[config.mk]
export PLATFORM = sky130hd
export DESIGN_NAME = rpc_regulator_ctrl
export DESIGN_NICKNAME = d
export VERILOG_FILES = /design/src/rtl/rpc_regulator_ctrl.v /design/src/rtl/rpc_edge_detect.v
export VERILOG_INCLUDE_DIRS = /design/src /design/src/rtl
export SDC_FILE = /design/constraint.sdc
export NUM_CORES = 1
export LEC_CHECK = 0
export BUFFER_PORTS_ARGS = -buffer_cell sky130_fd_sc_hd__buf_2
export CAP_MARGIN = 20
export CORE_ASPECT_RATIO = 0.9
export CORE_MARGIN = 3
export CORE_UTILIZATION = 43
export DETAILED_ROUTE_END_ITERATION = 10
export GPL_TIMING_DRIVEN = 1
export PLACE_DENSITY = 0.74
export SYNTH_ARGS = -nofsm -noshare
export SYNTH_HDL_FRONTEND = slang
export SYNTH_HIERARCHICAL = 1
export SYNTH_SLANG_ARGS = --single-unit
[constraint.sdc]
create_clock -name clk -period 1.47 [get_ports clk]
set_input_delay 0.147 -clock clk [delete_from_list [all_inputs] [get_ports clk]]
set_output_delay 0.147 -clock clk [all_outputs]
set_load 0.05 [all_outputs]
[src/rtl/rpc_map.vh]
/*
 regulator power control map: register address, bit positions, reset value and timing counts.
 assumes inclusion by the regulator power control design files only.
*/
`ifndef RPC_MAP_VH
`define RPC_MAP_VH
`define RPC_ADDR_REGCTL 8'hc9
`define RPC_RESET_REGCTL 8'h00
`define RPC_BIT_INPUT_DIS 7
`define RPC_BIT_BUS_PWR 6
`define RPC_BIT_RSVD_HI 5
`define RPC_BIT_INPUT_LP 4
`define RPC_BIT_STOP_CFG 3
`define RPC_BIT_RSVD_LO 2
`define RPC_BIT_CORE_LP 1
`define RPC_BIT_MPC_EN 0
`define RPC_SKIP_CLOCKS 5'h14
`define RPC_SKIP_W 5
`define RPC_CORE_SETTLE 4'hc
`define RPC_SETTLE_W 4
`endif

[src/rtl/rpc_regulator_ctrl.v]
/*
 rpc_regulator_ctrl: 8-bit regulator control register on the special-function bus.
 assumes a single-cycle sfr write/read strobe with address and data, synchronous inputs.
*/
`timescale 1ns/1ps
`include "rpc_map.vh"
module rpc_regulator_ctrl (
    // clock and reset
    input wire clk,
    input wire resetn,
    // special-function register bus
    input wire [7:0] sfr_addr,
    input wire sfr_wr,
    input wire sfr_rd,
    input wire [7:0] sfr_wdata,
    output reg [7:0] sfr_rdata_reg,
    output reg sfr_sel_reg,
    // system status inputs
    input wire bus_power_sense,
    input wire bus_power_irq_en,
    input wire stop_mode,
    input wire prefetch_en,
    input wire fetch_active,
    input wire clk_fast,
    // regulator and power outputs
    output reg input_reg_disable_reg,
    output reg input_reg_low_power_reg,
    output reg core_reg_low_power_reg,
    output reg core_reg_off_reg,
    output reg reset_pin_only_reg,
    output reg mem_power_on_reg,
    output reg mem_ready_reg,
    output reg core_lp_settled_reg,
    output reg bus_power_irq_reg
);
    reg stop_cfg_reg;
    reg mpc_en_reg;
    reg clk_fast_d_reg;
    reg [`RPC_SKIP_W-1:0] skip_cnt_reg;
    reg [`RPC_SETTLE_W-1:0] settle_cnt_reg;
    reg [7:0] ctl_value;
    reg [7:0] sfr_rdata_next;
    reg sfr_sel_next;
    reg input_reg_disable_next;
    reg input_reg_low_power_next;
    reg stop_cfg_next;
    reg core_reg_low_power_next;
    reg mpc_en_next;
    reg core_reg_off_next;
    reg [`RPC_SKIP_W-1:0] skip_cnt_next;
    reg mem_power_on_next;
    reg mem_ready_next;
    reg [`RPC_SETTLE_W-1:0] settle_cnt_next;
    reg core_lp_settled_next;
    reg bus_power_irq_next;
    wire bus_power_present;
    wire bus_power_edge;
    wire hit;
    wire access;
    wire fast_rise;
    wire mpc_active;
    wire skip_busy;

    rpc_edge_detect u_vbus (
        .clk(clk),
        .resetn(resetn),
        .level_in(bus_power_sense),
        .level_reg(bus_power_present),
        .edge_reg(bus_power_edge)
    );

    assign hit = (sfr_addr == `RPC_ADDR_REGCTL);
    assign access = hit && (sfr_rd || sfr_wr);
    assign mpc_active = mpc_en_reg && !prefetch_en;
    // rise of the fast-clock level while the controller may gate memory
    assign fast_rise = mpc_active && clk_fast && !clk_fast_d_reg;
    assign skip_busy = (skip_cnt_reg != {`RPC_SKIP_W{1'b0}});

    // read image: reserved bits stay zero, a one written there is dropped
    always @* begin
        ctl_value = 8'h00;
        ctl_value[`RPC_BIT_INPUT_DIS] = input_reg_disable_reg;
        ctl_value[`RPC_BIT_BUS_PWR] = bus_power_present;
        ctl_value[`RPC_BIT_RSVD_HI] = 1'b0;
        ctl_value[`RPC_BIT_INPUT_LP] = input_reg_low_power_reg;
        ctl_value[`RPC_BIT_STOP_CFG] = stop_cfg_reg;
        ctl_value[`RPC_BIT_RSVD_LO] = 1'b0;
        ctl_value[`RPC_BIT_CORE_LP] = core_reg_low_power_reg;
        ctl_value[`RPC_BIT_MPC_EN] = mpc_en_reg;
    end

    // other addresses read back zero and leave the register alone
    always @* begin
        sfr_sel_next = access;
        sfr_rdata_next = 8'h00;
        if (hit && sfr_rd)
            sfr_rdata_next = ctl_value;
    end

    // writable fields; a read in the same cycle still sees the old value
    always @* begin
        input_reg_disable_next = input_reg_disable_reg;
        input_reg_low_power_next = input_reg_low_power_reg;
        stop_cfg_next = stop_cfg_reg;
        core_reg_low_power_next = core_reg_low_power_reg;
        mpc_en_next = mpc_en_reg;
        if (hit && sfr_wr) begin
            input_reg_disable_next = sfr_wdata[`RPC_BIT_INPUT_DIS];
            input_reg_low_power_next = sfr_wdata[`RPC_BIT_INPUT_LP];
            stop_cfg_next = sfr_wdata[`RPC_BIT_STOP_CFG];
            // kept as written; misuse while input regulator is off is software's fault
            core_reg_low_power_next = sfr_wdata[`RPC_BIT_CORE_LP];
            mpc_en_next = sfr_wdata[`RPC_BIT_MPC_EN];
        end
    end

    always @(posedge clk or negedge resetn) begin
        if (!resetn) begin
            input_reg_disable_reg <= 1'b0;
            input_reg_low_power_reg <= 1'b0;
            stop_cfg_reg <= 1'b0;
            core_reg_low_power_reg <= 1'b0;
            mpc_en_reg <= 1'b0;
            sfr_rdata_reg <= `RPC_RESET_REGCTL;
            sfr_sel_reg <= 1'b0;
        end else begin
            input_reg_disable_reg <= input_reg_disable_next;
            input_reg_low_power_reg <= input_reg_low_power_next;
            stop_cfg_reg <= stop_cfg_next;
            core_reg_low_power_reg <= core_reg_low_power_next;
            mpc_en_reg <= mpc_en_next;
            sfr_rdata_reg <= sfr_rdata_next;
            sfr_sel_reg <= sfr_sel_next;
        end
    end

    // stop handling: core regulator off only with stop config set
    always @* begin
        core_reg_off_next = stop_mode && stop_cfg_reg;
    end

    always @(posedge clk or negedge resetn) begin
        if (!resetn) begin
            core_reg_off_reg <= 1'b0;
            reset_pin_only_reg <= 1'b0;
        end else begin
            core_reg_off_reg <= core_reg_off_next;
            // with the core regulator down only the pin reset can still act
            reset_pin_only_reg <= core_reg_off_next;
        end
    end

    // memory power and slow-to-fast settling skip
    always @* begin
        skip_cnt_next = skip_cnt_reg;
        if (fast_rise)
            skip_cnt_next = `RPC_SKIP_CLOCKS;
        else if (skip_busy)
            skip_cnt_next = skip_cnt_reg - 1'b1;
        // memory stays powered through the skip so the first read sees stable power
        mem_power_on_next = !mpc_active || fetch_active || skip_busy;
        mem_ready_next = !skip_busy;
    end

    always @(posedge clk or negedge resetn) begin
        if (!resetn) begin
            clk_fast_d_reg <= 1'b0;
            skip_cnt_reg <= {`RPC_SKIP_W{1'b0}};
            mem_power_on_reg <= 1'b1;
            mem_ready_reg <= 1'b1;
        end else begin
            clk_fast_d_reg <= clk_fast;
            skip_cnt_reg <= skip_cnt_next;
            mem_power_on_reg <= mem_power_on_next;
            mem_ready_reg <= mem_ready_next;
        end
    end

    // status aid for software: core low power held long enough to suspend oscillator;
    // the count saturates so a long suspend cannot wrap it back to zero
    always @* begin
        settle_cnt_next = settle_cnt_reg;
        if (!core_reg_low_power_reg)
            settle_cnt_next = {`RPC_SETTLE_W{1'b0}};
        else if (settle_cnt_reg != `RPC_CORE_SETTLE)
            settle_cnt_next = settle_cnt_reg + 1'b1;
        core_lp_settled_next = core_reg_low_power_reg &&
                               (settle_cnt_reg == `RPC_CORE_SETTLE);
    end

    always @(posedge clk or negedge resetn) begin
        if (!resetn) begin
            settle_cnt_reg <= {`RPC_SETTLE_W{1'b0}};
            core_lp_settled_reg <= 1'b0;
        end else begin
            settle_cnt_reg <= settle_cnt_next;
            core_lp_settled_reg <= core_lp_settled_next;
        end
    end

    // edge-sensitive event, no pending flag kept
    always @* begin
        bus_power_irq_next = bus_power_irq_en && bus_power_edge;
    end

    always @(posedge clk or negedge resetn) begin
        if (!resetn)
            bus_power_irq_reg <= 1'b0;
        else
            bus_power_irq_reg <= bus_power_irq_next;
    end
endmodule

[src/rtl/rpc_edge_detect.v]
/*
 rpc_edge_detect: one-cycle pulse on either edge of a synchronous input level.
 assumes the input is already synchronous to clk.
*/
`timescale 1ns/1ps
module rpc_edge_detect (
    // clock and reset
    input wire clk,
    input wire resetn,
    // level in, state and edge out
    input wire level_in,
    output reg level_reg,
    output reg edge_reg
);
    reg prev_reg;
    reg armed_reg;
    always @(posedge clk or negedge resetn) begin
        if (!resetn) begin
            prev_reg <= 1'b0;
            armed_reg <= 1'b0;
            level_reg <= 1'b0;
            edge_reg <= 1'b0;
        end else begin
            prev_reg <= level_in;
            // the first sample after reset has no history; an input already high
            // there is a level, not an edge
            armed_reg <= 1'b1;
            level_reg <= level_in;
            edge_reg <= armed_reg && (level_in ^ prev_reg);
        end
    end
endmodule

Yosys cells after proc, flatten, opt, wreduce, memory -nomap -nowiden
Cells that the tools add are included.

Input bits: 26. Register bits: 32. Output and inout bits: 18. Logic and storage cells: 49.

Equality and inequality tests: 4. Bitwise logic cells: 1. Muxes and demuxes: 5. Reduce and logical (&&, ||, !) cells: 19. Add/sub/neg operators: 2.

Operators with widths (number): logical AND 1 bit (10); 2-to-1 mux 5 bit (2); equality test 8 bit (second input constant) (1); 2-to-1 mux 4 bit (2); 2-to-1 mux 8 bit (1); nonzero test 5 bit (1); subtractor 5 x 1 -> 5 bit (second input constant) (1); adder 4 x 1 -> 4 bit (second input constant) (1); equality test 4 bit (second input constant) (1); logical NOT 1 bit (4); != test 4 bit (second input constant) (1); logical OR 1 bit (3); != test 2 x 1 -> 1 bit (second input constant) (1); nonzero test 2 bit (1); bitwise XOR 1 bit (1).

Depth between registers and ports, before layout
Depth after elaboration: 5. Gate-level depth with buffers: 6.

Hierarchy
The synthesis kept the hierarchy.

By module, submodules not included: rpc_regulator_ctrl (times used 1, cells an instance 88, area an instance 1093.5 µm²); rpc_edge_detect (times used 1, cells an instance 6, area an instance 93.8 µm²).

Worst setup path before layout
OpenSTA, ideal clock, no wires.

Path kind: reg-to-reg. Start point: register skip_cnt_reg[0]. End point: register mem_power_on_reg. Path slack: -0.136 ns. Path buffers: 0. Clock period less this slack: 1.606 ns. Data arrival time: 1.511 ns. Stages on the path, launching flop included: 5. Cell sequence: dfrtp_1 > inv_1 > ha_1 > or4b_4 > or4b_1.

Cells in the longest elaborated chain, start to end: 2.

Ends and longest elaborated chain: start: declaration (RTL line rpc_regulator_ctrl.v:39) `` reg [`RPC_SKIP_W-1:0] skip_cnt_reg; ``; start signal: assignment (RTL line rpc_regulator_ctrl.v:168) `` skip_cnt_reg <= {`RPC_SKIP_W{1'b0}}; ``; start signal: assignment (RTL line rpc_regulator_ctrl.v:173) `skip_cnt_reg <= skip_cnt_next;`; nonzero test 5 bit (RTL line rpc_regulator_ctrl.v:77) `` assign skip_busy = (skip_cnt_reg != {`RPC_SKIP_W{1'b0}}); ``; logical OR 1 bit (RTL line rpc_regulator_ctrl.v:161) `mem_power_on_next = !mpc_active || fetch_active || skip_busy;`; net mem_power_on_next (RTL line rpc_regulator_ctrl.v:51) `reg mem_power_on_next;`; end signal: assignment (RTL line rpc_regulator_ctrl.v:174) `mem_power_on_reg <= mem_power_on_next;`; end: declaration (RTL line rpc_regulator_ctrl.v:31) `output reg mem_power_on_reg,`.

The timed path passes the listed nets, and every way through them passes these cells. A chain may end at the register's enable or synchronous reset.

Worst setup path in the final report
Same ends and word-level chain as after synthesis.

==> impl_metrics.json <==
{
  "nFillCells": 191,
  "maxSlewHeadroom_pct": 56.32,
  "globalRouteOverflowTotal": 0,
  "fp.dieH_um": 55.85,
  "synth.avg_cell_area_um2": 12.63,
  "synthMuxAreaShare_pct": 5.585,
  "finalHoldViolCount": 0,
  "clock_latency_ps": 330,
  "num_io_pins": 44,
  "synth_compound_area_share_pct": 5.585,
  "syn_inst": 94,
  "period_share_pct": 111.1,
  "drc": 0,
  "criticalPathCategory": "register to register",
  "cts.clk_slew.worst_paths_ps": 100,
  "hold_path_class": "input port to register",
  "initial_core_util_pct": 46.91,
  "grt_max_degree": 31,
  "max-clock-path-buffers": 2,
  "worstMarginPinSlew_ps": 655.2,
  "finalSetupViolCount": 6,
  "dp_hpwl_um": 1666,
  "clkSinkCount": 30,
  "cp-end-kind": "register",
  "rrSetupSlack_ps": -160,
  "slowest_delay_ps": 480,
  "instances_no_fill": 176,
  "yosys_warnings": 6,
  "fin_tns_setup_ps": -515.3,
  "row_count": 17,
  "holdCritStartpoint": "stop_mode",
  "drt_first_pass_iters": 4,
  "timing.critical_path.mode_cell": "or4b_4",
  "wl_per_cell_um": 13.39,
  "die-area_um2": 3429,
  "worstRegToRegCells": 4,
  "coreArea_um2": 2531,
  "ys_types": 30,
  "drv_slew": 0,
  "port_buffers": 38,
  "crit_family": "simple AND/OR/NAND/NOR gates",
  "htree_levels": 2,
  "cp_slowest_cell": "or4b_4",
  "crit_cells": 4,
  "diodes": 0,
  "fin_util_pct": 64.21,
  "status": "complete, but fails checks",
  "p_leak_nw": 0.8787,
  "antenna_found_initial": 0,
  "power_mw": 2.441,
  "grt_pass1_vias": 877,
  "die_w_um": 61.39,
  "final_area_um2": 1625,
  "place_ws_ps": -186.9,
  "drt-initial-drc-count": 33,
  "routed_wl_um": 2357,
  "yosys.area_share.xor_xnor_pct": 1.475,
  "drtAntennaViolNets": 0,
  "layout.nets": 176,
  "finalWorstSetupSlack_ps": -163.5,
  "vias": 880,
  "worst_ep_arrival_time_ps": 1890,
  "whs_ps": 25.82,
  "r2r_start": "skip_cnt_reg[0]$_DFFE_PN0P_",
  "r2r-end": "mem_power_on_reg$_DFF_PN1_",
  "maxCapViolations": 0,
  "largest_register_ffs": 6,
  "drive_gt1_share_pct": 47.30,
  "fin_skew_ps": 7.224,
  "critPathMaxFanout": 2,
  "hold_end": "reset_pin_only_reg$_DFF_PN0_",
  "via_per_inst": 5.000,
  "synth-edff-count": 0,
  "vdd_ir_drop_max_mv": 0.8442,
  "place_inst": 163,
  "cp-start-kind": "register",
  "grt_use_total_pct": 15.87,
  "period_needed_ps": 1633,
  "gp_congestion": 0.7758,
  "path_cells": "inv_2, ha_4, or4b_4, or4b_4",
  "ys_async_sr_fraction_pct": 100.0,
  "numCtsBuffers": 5,
  "p_per_area_nw_per_um2": 1502,
  "synth-simple-area-share_pct": 15.70,
  "place_area_um2": 1431,
  "max_freq_ghz": 0.6122,
  "synth-adder-area-share_pct": 3.161,
  "path_buf_inv": 1,
  "ys_seq_elements": 30,
  "grt_pass1_wl_um": 3877,
  "synth_top_family_by_area": "simple AND/OR/NAND/NOR gates",
  "root_buffer": "clkbuf_4",
  "ys_seq_area_share_pct": 63.44,
  "failed_checks": "setup timing",
  "cts_tree": "yes",
  "syn-cell-area_um2": 1187,
  "cp.required_ps": 1720,
  "yosys_most_used_dff": "dfrtp_1",
  "area_growth_pct": 36.88,
  "rsz0062_at_grt": "yes",
  "min_path_cells": 2
}
-- cells in the mapped netlist (all sizes together), types with 3 or more instances --
| master | n | share of area [%] |
|---|---|---|
| a21oi | 3 | 1.3 |
| or3 | 3 | 1.8 |
| dfrtp | 28 | 59 |
| inv | 8 | 2.5 |
| and2 | 9 | 4.7 |
| ha | 3 | 3.2 |
| buf | 3 | 1.9 |
| nand3 | 3 | 1.3 |
| mux2 | 5 | 4.7 |
| nor2 | 6 | 1.9 |
-- repair_timing --
action,CTS,global route
gates resized for setup,7,3
hold endpoints to repair,30,0
buffers inserted,2,1
pin swaps,4,0
endpoints found under the setup margin,6,6
hold buffers,3,0
-- logic make-up (layout without fill, tap and decap cells) --
family                     Yosys count  after routing
AOI/OAI and AO/OA                   10             10
xor gates and xnor gates             2              2
adders and majority gates            3              3
buffers and inverters               11             64
DFF                                 30             30
muxes                                6              6
other                                2              3
and+or+nand+nor                     30             30
-- final cells by class --
type	count	area [um2]	area share (%)
Clock buffer	6	51.30	3.156
Timing Repair Buffer	48	272.8	16.78
Inverter	8	30.03	1.848
Multi-Input combinational cell	54	422.9	26.02
Tap cell	28	35.03	2.156
Clock inverter	2	60.06	3.695
Sequential cell	30	753.2	46.34
-- per-layer routing --
metal / wire length, um / global-route usage [%] / up-vias / part of all wire [%]
li1: - / - / 416 / -
met3: 208 / 6.265 / 6 / 8.8
met2: 1109 / 24.47 / 36 / 47
met5: 0 / 0 / - / 0
met1: 981 / 18.70 / 422 / 42
met4: 57 / 8.182 / 0 / 2.4
-- how the worst max path moves through the flow --
stage                                start  slack [ps]                     endpoint
2_1_floorplan  skip_cnt_reg[0]$_DFFE_PN0P_        -140   mem_power_on_reg$_DFF_PN1_
4_1_cts        skip_cnt_reg[0]$_DFFE_PN0P_        -150   mem_power_on_reg$_DFF_PN1_
3_3_place_gp   skip_cnt_reg[0]$_DFFE_PN0P_        -110   mem_power_on_reg$_DFF_PN1_
6_report       skip_cnt_reg[0]$_DFFE_PN0P_        -160   mem_power_on_reg$_DFF_PN1_
3_5_place_dp   skip_cnt_reg[0]$_DFFE_PN0P_        -190  skip_cnt_reg[0]$_DFFE_PN0P_
5_1_grt        skip_cnt_reg[0]$_DFFE_PN0P_        -220   mem_power_on_reg$_DFF_PN1_
-- where the power goes --
| group | total (mW) | switching [mW] | leakage, nW | internal [mW] |
|---|---|---|---|---|
| Sequential | 0.988 | 0.0675 | 0.394 | 0.921 |
| Combinational | 0.586 | 0.293 | 0.426 | 0.292 |
| Clock | 0.866 | 0.290 | 0.0585 | 0.576 |
| Total | 2.44 | 0.651 | 0.879 | 1.79 |
-- cells in the final DEF, fill, tap and decap left out, types with 2 or more instances in the layout --
cell / netlist / routed
a21oi_1: 3 / 3
and2_1: 9 / 9
buf_2: 0 / 38
buf_4: 3 / 7
bufinv_16: 0 / 2
clkbuf_4: 0 / 5
conb_1: 2 / 3
dfrtp_1: 28 / 28
dfstp_2: 2 / 2
dlygate4sd3_1: 0 / 3
ha_1: 3 / 2
inv_1: 8 / 6
inv_2: 0 / 2
mux2_2: 5 / 5
nand2_1: 2 / 2
nand3_1: 3 / 3
nor2_1: 6 / 5
o31ai_1: 2 / 2
or4b_4: 1 / 2
Note: power is estimated with default switching activity, not from simulation.
